<file path="src/rtl/flash_rw_pkg.sv">
// package: constants, register map and state type of the flash rewrite interrupt controller
package flash_rw_pkg;
	// ==========================================================
	// timing
	localparam int CLOCK_PERIOD_NS = 40; // 25 mhz system clock
	localparam int SUSPEND_LATENCY_NS = 20000; // suspend latency, plain default
	localparam int RESTART_NS = 10000; // fixed flash restart period after a forced reset, plain default
	// least times round up to whole cycles
	localparam logic [15:0] SUSPEND_CYC = 16'((SUSPEND_LATENCY_NS + CLOCK_PERIOD_NS - 1) / CLOCK_PERIOD_NS);
	localparam logic [15:0] RESTART_CYC = 16'((RESTART_NS + CLOCK_PERIOD_NS - 1) / CLOCK_PERIOD_NS);

	// ==========================================================
	// register map (byte addresses, one word each)
	typedef logic [4:0] addr_t;
	localparam addr_t CTRL_A_OFS = 5'h00; // flash_ctrl_reg_a
	localparam addr_t CTRL_B_OFS = 5'h04; // flash_ctrl_reg_b
	localparam addr_t CTRL_C_OFS = 5'h08; // flash_ctrl_reg_c
	localparam addr_t STATUS_OFS = 5'h0c; // read-only state
	localparam addr_t COMMAND_OFS = 5'h10; // start of an auto operation
	localparam logic [7:0] CTRL_A_RST = 8'h00;
	localparam logic [7:0] CTRL_B_RST = 8'h00;
	localparam logic [7:0] CTRL_C_RST = 8'h00;

	// ==========================================================
	// field positions
	localparam int A1_BIT = 1; // protected_bit_a1: cpu rewrite enable
	localparam int A2_BIT = 2; // protected_bit_a2: command lock
	localparam int ROM_EXEC_BIT = 1; // rewrite_mode_rom_exec (0 = rewrite_mode_ram_exec)
	localparam int ESR_BIT = 1; // erase_suspend_request
	localparam int SIE_BIT = 2; // suspend_on_interrupt_enable
	// writable bits and protected bits per register
	localparam logic [7:0] A_WMASK = 8'h06;
	localparam logic [7:0] B_WMASK = 8'hfa;
	localparam logic [7:0] C_WMASK = 8'h87;
	localparam logic [7:0] A_SETP = 8'h06; // a1, a2
	localparam logic [7:0] B_SETP = 8'h08; // b3
	localparam logic [7:0] C_SETP = 8'h85; // c0, c2 (suspend enable), c7
	localparam logic [7:0] A_CLRP = 8'h00;
	localparam logic [7:0] B_CLRP = 8'hf0; // b4..b7
	localparam logic [7:0] C_CLRP = 8'h00;
	// command word
	localparam int CMD_START_BIT = 0;
	localparam int CMD_PROG_BIT = 1; // 0 erase, 1 program
	localparam int CMD_PROM_BIT = 2; // 0 data flash, 1 program rom
	localparam int CMD_BLOCK_LSB = 8;
	// status word
	localparam int ST_BUSY = 0;
	localparam int ST_SUSP = 1;
	localparam int ST_ABORT = 2;
	localparam int ST_DONE = 3;
	localparam int ST_HOLD = 4;
	localparam int ST_RESTART = 5;

	// ==========================================================
	typedef enum logic [2:0] {ST_IDLE, ST_RUN, ST_SUSP_WAIT, ST_SUSPENDED, ST_RST_WAIT} state_t;
endpackage

</file>
<file path="src/rtl/flash_delay_timer.sv">
// down counter that times the suspend latency and the flash restart period
`timescale 1ns/100ps
`default_nettype none
module flash_delay_timer (
	input wire logic clock,
	input wire logic rst_n,
	input wire logic load, // start a new interval
	input wire logic [15:0] count, // interval length in cycles
	output logic done // high in the last cycle of the interval
);
	logic [15:0] cnt_r; // remaining cycles, zero when idle
	logic [15:0] cnt_nxt;

	// ==========================================================
	// next value: load wins, otherwise count down to zero
	always_comb begin
		cnt_nxt = cnt_r;
		if (load) begin
			cnt_nxt = count;
		end else if (cnt_r != 16'h0000) begin
			cnt_nxt = cnt_r - 16'h0001;
		end
	end

	// register
	always_ff @(posedge clock or negedge rst_n) begin
		if (!rst_n) begin
			cnt_r <= 16'h0000;
		end else begin
			cnt_r <= cnt_nxt;
		end
	end

	// the owner leaves its wait state on the edge after this
	assign done = (cnt_r == 16'h0001);
endmodule
`default_nettype wire

</file>
<file path="src/rtl/flash_rewrite_interrupt_control.sv">
// flash rewrite controller: erase suspend, interrupt hold, forced abort and protected control bits
//
// The Avalon-MM register port and the register offsets are this design's own decisions.
`timescale 1ns/100ps
`default_nettype none
// Notes on behaviour
// - interrupt during data erase auto-sets suspend request
// - suspend request halts erase after latency
// - suspended: read all blocks except erased one
// - clearing suspend request resumes the erase
// - data flash unsuspended or programming: interrupts run
// - rom mode suspend: suspend first, then interrupt
// - rom mode otherwise: hold interrupts until done
// - non-maskable event aborts rom operation, resets flash
// - watchdog keeps counting; refresh during suspend
module flash_rewrite_interrupt_control (
	input wire logic clock,
	input wire logic nrst,
	// avalon-mm slave
	input wire flash_rw_pkg::addr_t address,
	input wire logic read,
	input wire logic write,
	input wire logic [31:0] writedata,
	input wire logic [3:0] byteenable,
	output logic [31:0] readdata,
	output logic waitrequest,
	// cpu side interrupt path
	input wire logic irq_req, // maskable request pending at the controller
	input wire logic irq_ack, // cpu acknowledged a maskable interrupt
	input wire logic nmi_event, // watchdog, oscillation stop, voltage monitor or nmi
	output logic irq_hold, // keep maskable requests pending
	output logic nmi_hold, // keep non-maskable handling back until restart
	// flash read check
	input wire logic [7:0] rd_block,
	output logic read_ok,
	// flash array
	input wire logic array_done, // auto operation finished
	output logic array_run,
	output logic array_prog,
	output logic array_target_prom,
	output logic [7:0] array_block,
	output logic array_halt,
	output logic array_reset
);
	import flash_rw_pkg::*;

	// ==========================================================
	// reset release through two flops
	logic [1:0] rst_sync_r; // rst_sync_r[0] only feeds rst_sync_r[1]
	logic rst_n;
	always_ff @(posedge clock or negedge nrst) begin
		if (!nrst) begin
			rst_sync_r <= 2'b00;
		end else begin
			rst_sync_r <= {rst_sync_r[0], 1'b1};
		end
	end
	assign rst_n = rst_sync_r[1];

	// ==========================================================
	// helpers
	function automatic logic hit(input addr_t a, input addr_t ofs);
		hit = (a == ofs);
	endfunction

	// applies a write under the back-to-back protection scheme
	function automatic logic [7:0] prot_write(input logic [7:0] cur, input logic [7:0] wd,
			input logic [7:0] prev, input logic [7:0] wmask, input logic [7:0] setp, input logic [7:0] clrp);
		logic [7:0] res;
		res = (cur & ~wmask) | (wd & wmask);
		res = (res & ~setp) | (setp & wd & (cur | ~prev));
		res = (res & ~clrp) | (clrp & (wd | (cur & ~prev)));
		prot_write = res;
	endfunction

	// ==========================================================
	// avalon slave: one wait state on every access
	logic ack_r; // second cycle of an access
	logic ack_nxt;
	logic [31:0] readdata_r;
	logic [31:0] rd_nxt;
	logic wr_fire; // write takes effect this edge
	logic [31:0] rd_mux;
	logic [7:0] a_r, b_r, c_r; // control registers
	state_t state_r, state_nxt;
	logic prog_r, prom_r, abort_r, done_r;
	logic [7:0] block_r;
	logic busy;

	assign waitrequest = (read | write) & ~ack_r;
	assign wr_fire = write & ack_r & byteenable[0];
	assign readdata = readdata_r;
	assign busy = (state_r == ST_RUN) | (state_r == ST_SUSP_WAIT) | (state_r == ST_SUSPENDED);

	// read mux; unmapped addresses read zero
	always_comb begin
		rd_mux = 32'h0000_0000;
		if (hit(address, CTRL_A_OFS)) begin
			rd_mux[7:0] = a_r;
		end else if (hit(address, CTRL_B_OFS)) begin
			rd_mux[7:0] = b_r;
		end else if (hit(address, CTRL_C_OFS)) begin
			rd_mux[7:0] = c_r;
		end else if (hit(address, STATUS_OFS)) begin
			rd_mux[ST_BUSY] = busy;
			rd_mux[ST_SUSP] = (state_r == ST_SUSPENDED);
			rd_mux[ST_ABORT] = abort_r;
			rd_mux[ST_DONE] = done_r;
			rd_mux[ST_HOLD] = irq_hold;
			rd_mux[ST_RESTART] = (state_r == ST_RST_WAIT);
		end else if (hit(address, COMMAND_OFS)) begin
			rd_mux[CMD_START_BIT] = busy;
			rd_mux[CMD_PROG_BIT] = prog_r;
			rd_mux[CMD_PROM_BIT] = prom_r;
			rd_mux[CMD_BLOCK_LSB +: 8] = block_r;
		end
	end

	// read data is captured in the first cycle so it stands at the answering edge
	always_comb begin
		ack_nxt = (read | write) & ~ack_r;
		rd_nxt = readdata_r;
		if (read & ~ack_r) begin
			rd_nxt = rd_mux;
		end
	end

	always_ff @(posedge clock or negedge rst_n) begin
		if (!rst_n) begin
			ack_r <= 1'b0;
			readdata_r <= 32'h0000_0000;
		end else begin
			ack_r <= ack_nxt;
			readdata_r <= rd_nxt;
		end
	end

	// ==========================================================
	// control registers and their write history
	logic [7:0] a_nxt, b_nxt, c_nxt;
	logic [7:0] pa_r, pb_r, pc_r, pa_nxt, pb_nxt, pc_nxt; // last value written
	logic [2:0] hist_r, hist_nxt; // per register: history valid, no interrupt since its last write
	logic esr_set; // hardware suspend request
	logic rom_exec, sie, esr;

	assign rom_exec = b_r[ROM_EXEC_BIT];
	assign sie = c_r[SIE_BIT];
	assign esr = c_r[ESR_BIT];
	// auto suspend only on an acknowledged data flash interrupt, or a held rom one;
	// a software trap never reaches irq_ack here, so it never auto-suspends
	assign esr_set = (state_r == ST_RUN) & ~prog_r & sie &
		((~prom_r & irq_ack) | (prom_r & rom_exec & irq_req));

	always_comb begin
		logic [7:0] qa, qb, qc; // effective previous values
		// without history the previous value counts as the protected level, so a lone write can neither set a set-protected bit nor clear a clear-protected one
		qa = hist_r[0] ? pa_r : A_SETP;
		qb = hist_r[1] ? pb_r : B_SETP;
		qc = hist_r[2] ? pc_r : C_SETP;
		a_nxt = a_r;
		b_nxt = b_r;
		c_nxt = c_r;
		pa_nxt = pa_r;
		pb_nxt = pb_r;
		pc_nxt = pc_r;
		hist_nxt = hist_r;
		if (wr_fire & hit(address, CTRL_A_OFS)) begin
			a_nxt = prot_write(a_r, writedata[7:0], qa, A_WMASK, A_SETP, A_CLRP);
			pa_nxt = writedata[7:0];
			hist_nxt[0] = 1'b1;
		end
		if (wr_fire & hit(address, CTRL_B_OFS)) begin
			b_nxt = prot_write(b_r, writedata[7:0], qb, B_WMASK, B_SETP, B_CLRP);
			pb_nxt = writedata[7:0];
			hist_nxt[1] = 1'b1;
		end
		if (wr_fire & hit(address, CTRL_C_OFS)) begin
			c_nxt = prot_write(c_r, writedata[7:0], qc, C_WMASK, C_SETP, C_CLRP);
			pc_nxt = writedata[7:0];
			hist_nxt[2] = 1'b1;
		end
		// an interrupt between the two writes spoils every pair
		if (irq_ack) begin
			hist_nxt = 3'b000;
		end
		// hardware set wins over a software clear in the same cycle
		if (esr_set) begin
			c_nxt[ESR_BIT] = 1'b1;
		end
	end

	always_ff @(posedge clock or negedge rst_n) begin
		if (!rst_n) begin
			a_r <= CTRL_A_RST;
			b_r <= CTRL_B_RST;
			c_r <= CTRL_C_RST;
			pa_r <= CTRL_A_RST;
			pb_r <= CTRL_B_RST;
			pc_r <= CTRL_C_RST;
			hist_r <= 3'b000;
		end else begin
			a_r <= a_nxt;
			b_r <= b_nxt;
			c_r <= c_nxt;
			pa_r <= pa_nxt;
			pb_r <= pb_nxt;
			pc_r <= pc_nxt;
			hist_r <= hist_nxt;
		end
	end

	// ==========================================================
	// operation sequencer
	logic prog_nxt, prom_nxt, abort_nxt, done_nxt, reset_r, reset_nxt;
	logic [7:0] block_nxt;
	logic tmr_load, tmr_done, abort_ev, cmd_start;
	logic [15:0] tmr_val;

	assign cmd_start = wr_fire & hit(address, COMMAND_OFS) & writedata[CMD_START_BIT] & a_r[A1_BIT] & ~a_r[A2_BIT];
	// the watchdog is not stopped by a command, so it too aborts a rom operation
	assign abort_ev = nmi_event & prom_r & busy;

	always_comb begin
		state_nxt = state_r;
		prog_nxt = prog_r;
		prom_nxt = prom_r;
		block_nxt = block_r;
		abort_nxt = abort_r;
		done_nxt = done_r;
		reset_nxt = 1'b0;
		tmr_load = 1'b0;
		tmr_val = SUSPEND_CYC;
		case (state_r)
			ST_IDLE: begin
				if (cmd_start) begin
					state_nxt = ST_RUN;
					prog_nxt = writedata[CMD_PROG_BIT];
					prom_nxt = writedata[CMD_PROM_BIT];
					block_nxt = writedata[CMD_BLOCK_LSB +: 8];
					abort_nxt = 1'b0;
					done_nxt = 1'b0;
				end
			end
			ST_RUN: begin
				if (array_done) begin
					state_nxt = ST_IDLE;
					done_nxt = 1'b1;
				end else if (~prog_r & esr) begin
					state_nxt = ST_SUSP_WAIT;
					tmr_load = 1'b1;
				end
			end
			ST_SUSP_WAIT: begin
				if (array_done) begin
					state_nxt = ST_IDLE;
					done_nxt = 1'b1;
				end else if (tmr_done) begin
					state_nxt = ST_SUSPENDED;
				end
			end
			ST_SUSPENDED: begin
				if (~esr) begin
					state_nxt = ST_RUN;
				end
			end
			ST_RST_WAIT: begin
				if (tmr_done) begin
					state_nxt = ST_IDLE;
				end
			end
			default: begin
				state_nxt = ST_IDLE;
			end
		endcase
		// forced abort overrides every busy state; the block stays marked bad
		if (abort_ev) begin
			state_nxt = ST_RST_WAIT;
			abort_nxt = 1'b1;
			done_nxt = 1'b0;
			reset_nxt = 1'b1;
			tmr_load = 1'b1;
			tmr_val = RESTART_CYC;
		end
	end

	always_ff @(posedge clock or negedge rst_n) begin
		if (!rst_n) begin
			state_r <= ST_IDLE;
			prog_r <= 1'b0;
			prom_r <= 1'b0;
			block_r <= 8'h00;
			abort_r <= 1'b0;
			done_r <= 1'b0;
			reset_r <= 1'b0;
		end else begin
			state_r <= state_nxt;
			prog_r <= prog_nxt;
			prom_r <= prom_nxt;
			block_r <= block_nxt;
			abort_r <= abort_nxt;
			done_r <= done_nxt;
			reset_r <= reset_nxt;
		end
	end

	flash_delay_timer u_timer (
		.clock(clock),
		.rst_n(rst_n),
		.load(tmr_load),
		.count(tmr_val),
		.done(tmr_done)
	);

	// ==========================================================
	// outputs
	assign array_run = (state_r == ST_RUN) | (state_r == ST_SUSP_WAIT);
	assign array_halt = (state_r == ST_SUSPENDED);
	assign array_prog = prog_r;
	assign array_target_prom = prom_r;
	assign array_block = block_r;
	assign array_reset = reset_r;
	assign nmi_hold = (state_r == ST_RST_WAIT);
	// data flash never holds; ram mode leaves rom interrupts to the vector in ram
	assign irq_hold = busy & prom_r & rom_exec & (prog_r | ~sie | (state_r != ST_SUSPENDED));
	assign read_ok = (state_r == ST_IDLE) | ((state_r == ST_SUSPENDED) & (rd_block != block_r));

	logic [15:0] wait_cnt_r; // cycles spent in the suspend wait
	always_ff @(posedge clock or negedge rst_n) begin
		if (!rst_n) begin
			wait_cnt_r <= 16'h0000;
		end else begin
			wait_cnt_r <= (state_r == ST_SUSP_WAIT) ? wait_cnt_r + 16'h0001 : 16'h0000;
		end
	end
endmodule
`default_nettype wire

</file>
<file path="config.mk">
export PLATFORM = sky130hd
export DESIGN_NAME = flash_rewrite_interrupt_control
export DESIGN_NICKNAME = d
export VERILOG_FILES = /design/src/rtl/flash_rw_pkg.sv /design/src/rtl/flash_delay_timer.sv /design/src/rtl/flash_rewrite_interrupt_control.sv
export SDC_FILE = /design/constraint.sdc
export NUM_CORES = 1
export LEC_CHECK = 0
export ABC_AREA = 0
export BUFFER_PORTS_ARGS = -buffer_cell sky130_fd_sc_hd__buf_2
export CAP_MARGIN = 20
export CORE_MARGIN = 10
export CORE_UTILIZATION = 56
export DETAILED_ROUTE_END_ITERATION = 16
export HOLD_SLACK_MARGIN = 0.15
export PLACE_DENSITY = 0.95
export SYNTH_ARGS = -nofsm -noshare
export SYNTH_HDL_FRONTEND = slang
export SYNTH_SLANG_ARGS = --single-unit
</file>
<file path="constraint.sdc">
create_clock -name clock -period 6 [get_ports clock]
set_input_delay 1.2 -clock clock [delete_from_list [all_inputs] [get_ports clock]]
set_output_delay 1.2 -clock clock [all_outputs]
set_load 0.02 [all_outputs]
</file>
[After elaboration in Yosys (flattened, before gate mapping)]
Cells that the tools add are included.
Word-level totals
  bits in registers: 102
  input bits: 57
  output and inout port bits: 49
  logic and storage cells: 153
Operators by class
  $add $sub $neg: 1
  equal/unequal tests: 17
  multiplexer cells: 44
  bitwise gates (word level): 54
  reduce and logical (&&, ||, !) cells: 16
Operator list (number)
  $mux 8: 10
  $mux 3: 12
  $mux 16: 2
  $or 8x8->8: 4
  $and 1x1->1: 24
  $not 8->8: 3
  $and 8x8->8: 2
  $eq 16x1->1 const B: 1
  $reduce_bool 16->1: 1
  $sub 16x1->16 const B: 1
  $pmux 3 s5: 1
  $mux 1: 14
  $reduce_bool 2->1: 7
  $eq 5x4->1 const B: 2
  $mux 9: 1
  $and 3x8->8: 1
  $ne 4x4->1 const B: 2
  $ne 8x8->1: 1
  $or 4x8->8: 1
  $or 7x8->8: 1
  $or 8x3->8: 1
  $or 1x1->1: 7
  $or 7x3->7: 1
  $eq 3x2->1 const B: 2
  other kinds (22): 30

[Longest topological paths before layout]
Gate-level depths: netlist (run 1).
  word-level depth: 10
  gate-level depth with buffers: 7
  depth with buffers taken out: 7

[Modules after synthesis]
A second synthesis (run 1) with hierarchy kept.
Second synthesis, totals
  cell total of the unflattened synthesis: 392
  area, all modules: 4006.3 um2
Modules (own cells, without submodules)
  flash_rewrite_interrupt_control: instances 1, cells each 272, area each 2906.5 um2
  flash_delay_timer: instances 1, cells each 120, area each 1099.8 um2

[Worst setup path before layout (run 1)]
Ideal clock, no wire load.
  path type: input port to output port
  start: input port rd_block[3]
  end: output port read_ok
  arrival: 1712 ps
  path slack: 3088 ps
  cell stages on the path: 4
  buffers on the path: 0
  cell sequence: xnor2_1 nand4_1 o21ai_0 nand2_1
On the way
  cells in the longest elaborated chain, start to end: 3
Ends and longest elaborated chain
  from (decl): RTL line flash_rewrite_interrupt_control.sv:34  | input wire logic [7:0] rd_block,
  $ne 8x8->1: RTL line flash_rewrite_interrupt_control.sv:325  | assign read_ok = (state_r == ST_IDLE) | ((state_r == ST_SUSPENDED) & (rd_block != block_r));
  $and 1x1->1: RTL line flash_rewrite_interrupt_control.sv:325
  $or 1x1->1: RTL line flash_rewrite_interrupt_control.sv:325
  to (decl): RTL line flash_rewrite_interrupt_control.sv:35  | output logic read_ok,
No other way between the ends.

[Worst setup path in the final report (run 1)]
  start: input port rd_block[1]
  end: output port read_ok
Same word-level chain as after synthesis.

==> qor.yml, run 1 <==
drv_cap: 0
gr-total-overflow: 0
grt_pass1_vias: 3130
track_usage_pct: 18.29
r2r_slack_ns: 4.05
fin_cells: 532
drcViolationCount: 0
crit_fanout: 1
synthFlopType: "dfrtp_1"
end_kind: "output port"
io_pins: 106
top_layer: "met4"
die_x_um: 101.8
grt_start_max_net_pins: 75
fp.dieH_um: 101.8
fin_setup_tns_ns: 0
initial_core_util_pct: 58.27
fill_cells: 477
rsz0062_at_grt: "false"
ys_ff_latch: 76
finalHoldViolations: 0
synth_top_cells_by_area: "dfrtp_1 51%, nand2_1 5.6%, mux2_2 5.1%"
seq_area_sq_um: 1903
timing.fmax_ghz: 0.3146
synth.distinct_cells: 47
synthToLayoutAreaGrowth_pct: 14.94
fin_ws_ns: 2.821
fin_crit_sh_pct: 52.98
cts.repair.resized: 0
cts.htree.levels: 3
wl_um: 9139
setup_violations: 0
vias: 3091
drive_above_1_share_pct: 24.62
dpl.cell_count: 516
clk_latency_ns: 0.36
antenna_left: 0
wirelength_met1_um: 3628
p_per_area_nw_per_um2: 245.3
synthCells: 379
synth_area_sq_um: 3742
core_area_sq_um: 6422
ir_drop_v: 0.0001721
cts_setup_buffers: 0
grt_antenna_before_repair: 0
yosysTopAreaCell: "dfrtp_1"
drt_iter0_markers: 162
fin_nets: 510
slew-limit-headroom_pct: 33.23
critPathKind: "input port to output port"
power_leakage_nw: 2.062
critPathLaunchType: "input port"
num_rows: 29
yosysWarningCount: 0
avgSynthCellArea_sq_um: 9.874
clock_sinks: 76
cts_buffers: 9
synth_edf_count: 0
ctsHoldBuffers: 0
netlist.area_leader.share_pct: 50.82
hpwlAfterDp_um: 6659
critPathArrivalTime_ns: 1.98
gp_congestion: 0.9257
hp-class: "flip-flop to flip-flop"
viasPerCell: 5.810
fp.dieArea_sq_um: 10350
pre_cts_slack_ns: 2.796
finalCriticalPeriod_ns: 3.179
antenna_cells: 0
synth-seq-area-share_pct: 50.82
required_ns: 4.80
drv_slew: 0
io_buffer_count: 70
dr.pass1.iters: 5
wl_met2_um: 4517
cts_tree: "done"
tightestPinTransition_ns: 0.9995
grt_pass1_wl_um: 15090
outcome: "complete, no violations"
path_clk_slew_ns: 0.08
clockBufferDepth: 2
cts-root-buf: "clkbuf_8"
met3_length_um: 708
synthArstFlopShare_pct: 100.0
skew_ns: 0.007866
wire_per_inst_um: 17.18
multi_input_area_sq_um: 1668
## placed cells by master (no fill, tap or decap), types with 4 or more instances in the layout
master,netlist,layout
dfrtp_1,76,75
buf_2,1,70
nand2_1,56,56
nor2_1,37,37
o21ai_0,24,24
nand3_1,17,17
mux2_2,17,17
conb_1,2,17
xnor2_1,14,14
inv_1,13,13
clkbuf_8,1,11
nor3_1,8,8
a21oi_1,8,8
xor2_1,8,8
nand3b_1,6,6
o22a_1,6,6
nor4b_1,5,5
nor4_1,5,5
and3_1,4,4
and2_1,4,4
## layer usage
metal / track usage, % / up-vias
met4: 7.811 / 0
met3: 6.263 / 25
met1: 20.35 / 1512
met5: 0 / -
li1: - / 1424
met2: 31.26 / 130
## Yosys cell counts, types with 2 or more instances
cell,number
nand4_1,3
nand2_1,56
a22oi_1,2
xor2_1,8
and3_1,4
nor2_1,37
nand2b_1,3
dfrtp_1,76
nor4_1,5
a211oi_1,3
nor3_1,8
a22o_2,3
o22a_1,6
o21ai_0,24
a32oi_1,3
nand3b_1,6
nand3_1,17
conb_1,2
nor4b_1,5
buf_4,17
a31oi_1,3
a21oi_1,8
a22o_1,2
inv_1,13
o31ai_1,2
xnor2_1,14
ha_1,3
nor2b_1,2
mux2_2,17
or4_1,2
and2_1,4
clkbuf_1,6
## layout make-up
cell class | instances | share of cell area, %
Tap cell | 77 | 2.240
Clock inverter | 4 | 1.687
Multi-Input combinational cell | 279 | 38.77
Inverter | 13 | 1.134
Clock buffer | 12 | 3.607
Sequential cell | 76 | 44.24
Timing Repair Buffer | 71 | 8.319
## registers in the layout, indices dropped and copies added (netlist names), 3 cells and up
| signal | flops |
|---|---|
| readdata | 16 |
| hist_r | 3 |
| pc_r | 3 |
| b_r | 6 |
| state_r | 3 |
| array_block | 8 |
| c_r | 4 |
| pb_r | 5 |
| u_timer.cnt_r | 16 |
## final timing paths
path                                              start                          to  cells after the start
worst min-delay path            rst_sync_r[0]$_DFF_PN0_     rst_sync_r[1]$_DFF_PN0_                      0
worst max register to register          ack_r$_DFF_PN0_  array_block[2]$_DFFE_PN0P_                      4
min in group asynchronous       rst_sync_r[1]$_DFF_PN0_     readdata[2]$_DFFE_PN0P_                      1
worst max-delay path                        rd_block[1]                     read_ok                      6
max in group asynchronous       rst_sync_r[1]$_DFF_PN0_     readdata[5]$_DFFE_PN0P_                      1
worst min register to register  rst_sync_r[0]$_DFF_PN0_     rst_sync_r[1]$_DFF_PN0_                      0
## power by group
part | leakage (nW) | internal [mW] | switching, mW
sequential | 0.969 | 0.526 | 0.00921
combinational | 0.981 | 0.0254 | 0.0526
clock | 0.113 | 0.256 | 0.186
## stage by stage
| stage | hold WS, ns | util, % | instance area [sq um] | power (mW) |
|---|---|---|---|---|
| floorplan | 0.3312 | - | 3799 | 0.5990 |
| global placement | 0.3373 | 63.43 | 4074 | 0.6185 |
| detailed placement | 0.3425 | 63.43 | 4074 | 0.6220 |
| CTS | 0.3609 | 66.98 | 4302 | 1.059 |
| global route | 0.3728 | 66.98 | 4302 | 1.093 |
| finish | 0.3574 | 66.98 | 4302 | 1.055 |
## logic make-up (layout without fill, tap and decap cells)
family,after synthesis,in the layout,synth area share (%)
other cells,2,17,0.2007
xor+xnor,22,22,5.149
buf+inv,39,100,6.118
simple gates,161,161,21.36
mux,17,17,5.115
compound gates,59,59,10.23
flops,76,76,50.82
fa+ha+maj,3,3,1.003
## worst max-delay path: stages
cell     delay (ns)
buf_2          0.10
xnor2_1        0.17
nand4_1        0.13
o21ai_0        0.16
nand2_1        0.07
buf_2          0.16
(Power assumes the default switching activity.)
==> run 2, diff against run 1 <==
Settings changed: ABC_AREA 0 to 1, CORE_UTILIZATION 56 to 53, PLACE_DENSITY 0.95 to 0.93.
Clock period 6 ns to 3.2 ns, I/O delays scaled along.
==> qor.yml, run 2 <==
hpwlAfterDp_um: 7297
synth.distinct_cells: 36
fin_nets: 609
path_clk_slew_ns: 0.08
dr.pass1.iters: 5
synthArstFlopShare_pct: 100.0
synth_edf_count: 0
fin_setup_tns_ns: 0
skew_ns: 0.006706
synth_top_cells_by_area: "dfrtp_1 49%, nand2_1 12%, nor2_1 5.4%"
io_pins: 106
end_kind: "output port"
cts-root-buf: "clkbuf_8"
yosysWarningCount: 0
synth-seq-area-share_pct: 48.86
drt_iter0_markers: 289
ir_drop_v: 0.0004198
cts_buffers: 9
clock_sinks: 76
io_buffer_count: 70
crit_fanout: 6
timing.fmax_ghz: 0.4123
wire_per_inst_um: 15.35
synthCells: 472
p_per_area_nw_per_um2: 618.5
drive_above_1_share_pct: 21.30
fin_crit_sh_pct: 75.80
grt_pass1_vias: 3635
power_leakage_nw: 2.355
antenna_left: 0
synth_area_sq_um: 3892
vias: 3509
avgSynthCellArea_sq_um: 8.247
drv_cap: 0
antenna_cells: 0
cts_setup_buffers: 0
critPathMaxStageDelay_ns: 0.44
fp.dieArea_sq_um: 11170
die_x_um: 105.7
yosysMostFrequentCell: "nand2_1"
ys_ff_latch: 76
hp-class: "flip-flop to async pin"
netlist.area_leader.share_pct: 48.86
finalHoldViolations: 0
clockBufferDepth: 2
critPathArrivalTime_ns: 1.79
gr-total-overflow: 0
critPathKind: "flip-flop to output port"
tightestPinTransition_ns: 0.7211
drv_slew: 0
finalCriticalPeriod_ns: 2.426
cts.htree.levels: 3
setup_violations: 0
synthFlopType: "dfrtp_1"
gp_congestion: 0.9695
grt_antenna_before_repair: 0
rsz0062_at_grt: "false"
final_common_cell: "nand2_1"
synthToLayoutAreaGrowth_pct: 16.68
final_cell_mix: "124 x nand2_1, 75 x dfrtp_1, 70 x buf_2"
pre_cts_slack_ns: 1.010
num_rows: 31
crit_path_top_delay_cell: "nor2_1"
clk_latency_ns: 0.36
synth_common_cells: "124 x nand2_1, 76 x dfrtp_1, 56 x nor2_1"
fin_ws_ns: 0.7745
whs_ns: 0.2556
fp.dieH_um: 105.7
viasPerCell: 5.374
critPathLaunchType: "flip-flop"
cts.repair.resized: 0
grt_start_max_net_pins: 28
initial_core_util_pct: 53.95
yosysTopAreaCell: "dfrtp_1"
wl_um: 10020
outcome: "complete, no violations"
track_usage_pct: 18.22
drcViolationCount: 0
required_ns: 2.56
r2r_cells: 6
cts_tree: "done"
slew-limit-headroom_pct: 51.87
core_area_sq_um: 7214
crit_chain: "nand2_1 -> nor2_1 -> a21oi_1 -> buf_2"
grt_pass1_wl_um: 16750
## run 2: cell count changes after synthesis, sizes merged, moves of 5 or more
cell and delta:
nand3b -5, nor4 -6, a21oi +15, o22a -6
o21ai +7, nor4b -5, nand2 +73, nor2 +31
inv +32, mux2 -16
## run 2: layer usage
metal,global-route usage (%),part of all wire (%),vias to the layer above,routed length (um)
li1,-,-,1624,-
met1,19.12,37,1665,3690
met2,31.58,51,171,5123
met3,5.298,7.6,49,765
met4,11.12,4.4,0,442
met5,0,0,-,0
## run 2: power by group
group          leakage [nW]  internal [mW]  switching, mW  total (mW)
Sequential            0.931           1.06         0.0932        1.15
Clock                 0.120          0.523          0.377       0.899
Combinational          1.30          0.241          0.515       0.756
Total                  2.36           1.82          0.985        2.81
## run 2: final timing paths
kind	startpoint	endpoint	slack, ns
worst max-delay path	state_r[1]$_DFFE_PN0P_	irq_hold	0.77
min in group clock	rst_sync_r[0]$_DFF_PN0_	rst_sync_r[1]$_DFF_PN0_	0.36
max in group asynchronous	rst_sync_r[1]$_DFF_PN0_	u_timer.cnt_r[15]$_DFFE_PN0P_	2.19
worst min-delay path	rst_sync_r[1]$_DFF_PN0_	readdata[1]$_DFFE_PN0P_	0.26
worst min register to register	rst_sync_r[1]$_DFF_PN0_	readdata[1]$_DFFE_PN0P_	0.26
worst max register to register	state_r[1]$_DFFE_PN0P_	array_block[5]$_DFFE_PN0P_	1.35
## run 2: logic make-up (layout without fill, tap and decap cells)
| logic type | after synthesis | after routing | synth area share, % |
|---|---|---|---|
| xor gates and xnor gates | 20 | 20 | 4.500 |
| other | 2 | 17 | 0.1929 |
| DFF | 76 | 76 | 48.86 |
| adders and majority gates | 3 | 3 | 0.9644 |
| muxes | 1 | 1 | 0.2893 |
| and+or+nand+nor | 237 | 237 | 27.64 |
| AOI/OAI and AO/OA | 65 | 65 | 9.032 |
| buffers and inverters | 68 | 135 | 8.518 |
## run 2: layout make-up
cell class	instances	area (sq um)
repair buffers	74	382.9
well taps	99	123.9
clock buffers	9	123.9
multi-input cells	343	1715
fillers	594	2673
flip-flops and latches	76	1903
clock inverters	7	123.9
inverters	45	168.9
## run 2: what timing repair did
item / in CTS / in global routing
hold buffers: 1 / 0
setup endpoints to repair: 0 / 0
endpoints found under the hold margin: 2 / 0
## run 2: stage by stage
| stage | total power [mW] | area [sq um] | utilization [%] | std cells |
|---|---|---|---|---|
| after global placement | 1.855 | 4284 | 59.38 | 636 |
| after floorplan | 1.697 | 3949 | - | 487 |
| after CTS | 2.807 | 4542 | 62.96 | 653 |
| after global routing | 2.966 | 4542 | 62.96 | 653 |
| after detailed placement | 1.893 | 4284 | 59.38 | 636 |
| final | 2.809 | 4542 | 62.96 | 653 |
## run 2: critical path: cells and delay by family, from the launching register on
kind / cells / cell delay (ns)
AOI/OAI and AO/OA: 1 / 0.24
buffers and inverters: 1 / 0.22
DFF: 1 / 0.43
and+or+nand+nor: 2 / 0.53
==> run 3, diff against run 2 <==
Clock period 3.2 ns to 2.45 ns, I/O delays scaled along.
==> qor.yml, run 3 (same netlist as run 2, synthesis figures left out) <==
outcome: "complete, no violations"
fin_util_pct: 62.80
grt_pass1_vias: 3468
fin_ws_ns: 0.2945
pre_cts_slack_ns: 0.5889
fin_nets: 610
drcViolationCount: 0
clockBufferDepth: 2
critPathArrivalTime_ns: 1.67
wl_um: 9308
p_per_area_nw_per_um2: 770.6
fin_cells: 654
num_rows: 31
tightestPinTransition_ns: 0.5388
rsz0062_at_grt: "false"
slew-limit-headroom_pct: 64.08
final_cell_mix: "124 x nand2_1, 75 x dfrtp_1, 70 x buf_2"
grt_start_max_net_pins: 52
fin_setup_tns_ns: 0
hpwlAfterDp_um: 7260
fill_cells: 594
wire_per_inst_um: 14.23
hp-class: "flip-flop to async pin"
fin_crit_sh_pct: 87.98
cts_tree: "done"
required_ns: 1.96
critPathKind: "flip-flop to output port"
fp.dieArea_sq_um: 11170
cts_buffers: 9
drive_above_1_share_pct: 21.26
grt_pass1_wl_um: 15770
antenna_left: 0
cts-root-buf: "clkbuf_8"
cts.repair.resized: 0
cts_setup_buffers: 0
dr.pass1.iters: 5
timing.fmax_ghz: 0.4639
r2r-start: "u_timer.cnt_r[0]$_DFFE_PN0P_"
r2r-end: "u_timer.cnt_r[1]$_DFFE_PN0P_"
crit_fanout: 6
grt_antenna_before_repair: 0
gr-total-overflow: 0
skew_ns: 0.009591
dpl.cell_count: 637
setup_violations: 0
antenna_cells: 0
initial_core_util_pct: 53.95
die_x_um: 105.7
io_buffer_count: 70
fp.dieH_um: 105.7
power_leakage_nw: 2.347
gp_congestion: 0.9188
synthToLayoutAreaGrowth_pct: 16.39
io_pins: 106
drt_iter0_markers: 179
path_clk_slew_ns: 0.08
cts.htree.levels: 3
r2r_cells: 7
track_usage_pct: 16.93
clock_sinks: 76
clk_latency_ns: 0.35
critPathLaunchType: "flip-flop"
startpoint: "state_r[1]$_DFFE_PN0P_"
finalCriticalPeriod_ns: 2.156
r2r_slack_ns: 0.91
ir_drop_v: 0.0004538
core_area_sq_um: 7214
viasPerCell: 5.131
drv_cap: 0
drv_slew: 0
end_kind: "output port"
power_mw: 3.491
vias: 3356
finalHoldViolations: 0
final_common_cell: "nand2_1"
run 3: cell count changes in the layout (fill, tap and decap cells not counted):
cell / previous run / this run
buf_12: 0 / 1
bufinv_16: 3 / 2
clkbuf_1: 0 / 1
clkinv_2: 0 / 1
clkinv_4: 2 / 1
clkinvlp_4: 1 / 2
inv_6: 1 / 0
run 3: layer usage:
metal  wire, um  share of wire, %  global-route usage, %
met4        280               3.0                  7.253
met1       3758                40                  19.05
met3        536               5.8                  4.507
met5          0                 0                      0
met2       4733                51                  29.51
run 3: worst max-delay path, cell delays in order (launching register included):
cell     delay (ns)
dfrtp_1        0.43
nand2_1        0.09
nor2_1         0.38
a21oi_1        0.21
buf_2          0.21
run 3: power by group:
group | internal [mW] | switching [mW]
sequential | 1.39 | 0.119
clock | 0.573 | 0.466
combinational | 0.318 | 0.630
total | 2.28 | 1.22
run 3: layout make-up:
class | count | area, sq um | area share, %
inverters | 45 | 168.9 | 3.728
multi-input cells | 343 | 1715 | 37.86
clock buffers | 10 | 127.6 | 2.817
clock inverters | 6 | 88.84 | 1.961
flip-flops and latches | 76 | 1903 | 42.01
well taps | 99 | 123.9 | 2.734
repair buffers | 75 | 402.9 | 8.893
run 3: per-stage QoR:
| step | instance area (sq um) | hold slack (ns) |
|---|---|---|
| detailed placement | 4304 | 0.2662 |
| global route | 4531 | 0.2954 |
| finish | 4531 | 0.2550 |
| floorplan | 3949 | 0.1944 |
| CTS | 4531 | 0.2736 |
| global placement | 4304 | 0.2624 |
run 3: worst max path at each step:
stage | endpoint | slack (ns) | cells after the start
2_1_floorplan | a_r[1]$_DFFE_PN0P_ | 0.18 | 0
3_3_place_gp | b_r[6]$_DFFE_PN0P_ | 0.68 | 9
3_5_place_dp | c_r[0]$_DFFE_PN0P_ | 0.59 | 8
4_1_cts | read_ok | 0.27 | 5
5_1_grt | read_ok | 0.14 | 5
6_report | irq_hold | 0.29 | 4
run 3: what timing repair did:
| item | 4_1_cts | 5_1_grt |
|---|---|---|
| endpoints found under the setup margin | 0 | 0 |
| hold buffers | 1 | 0 |
| endpoints found under the hold margin | 2 | 0 |
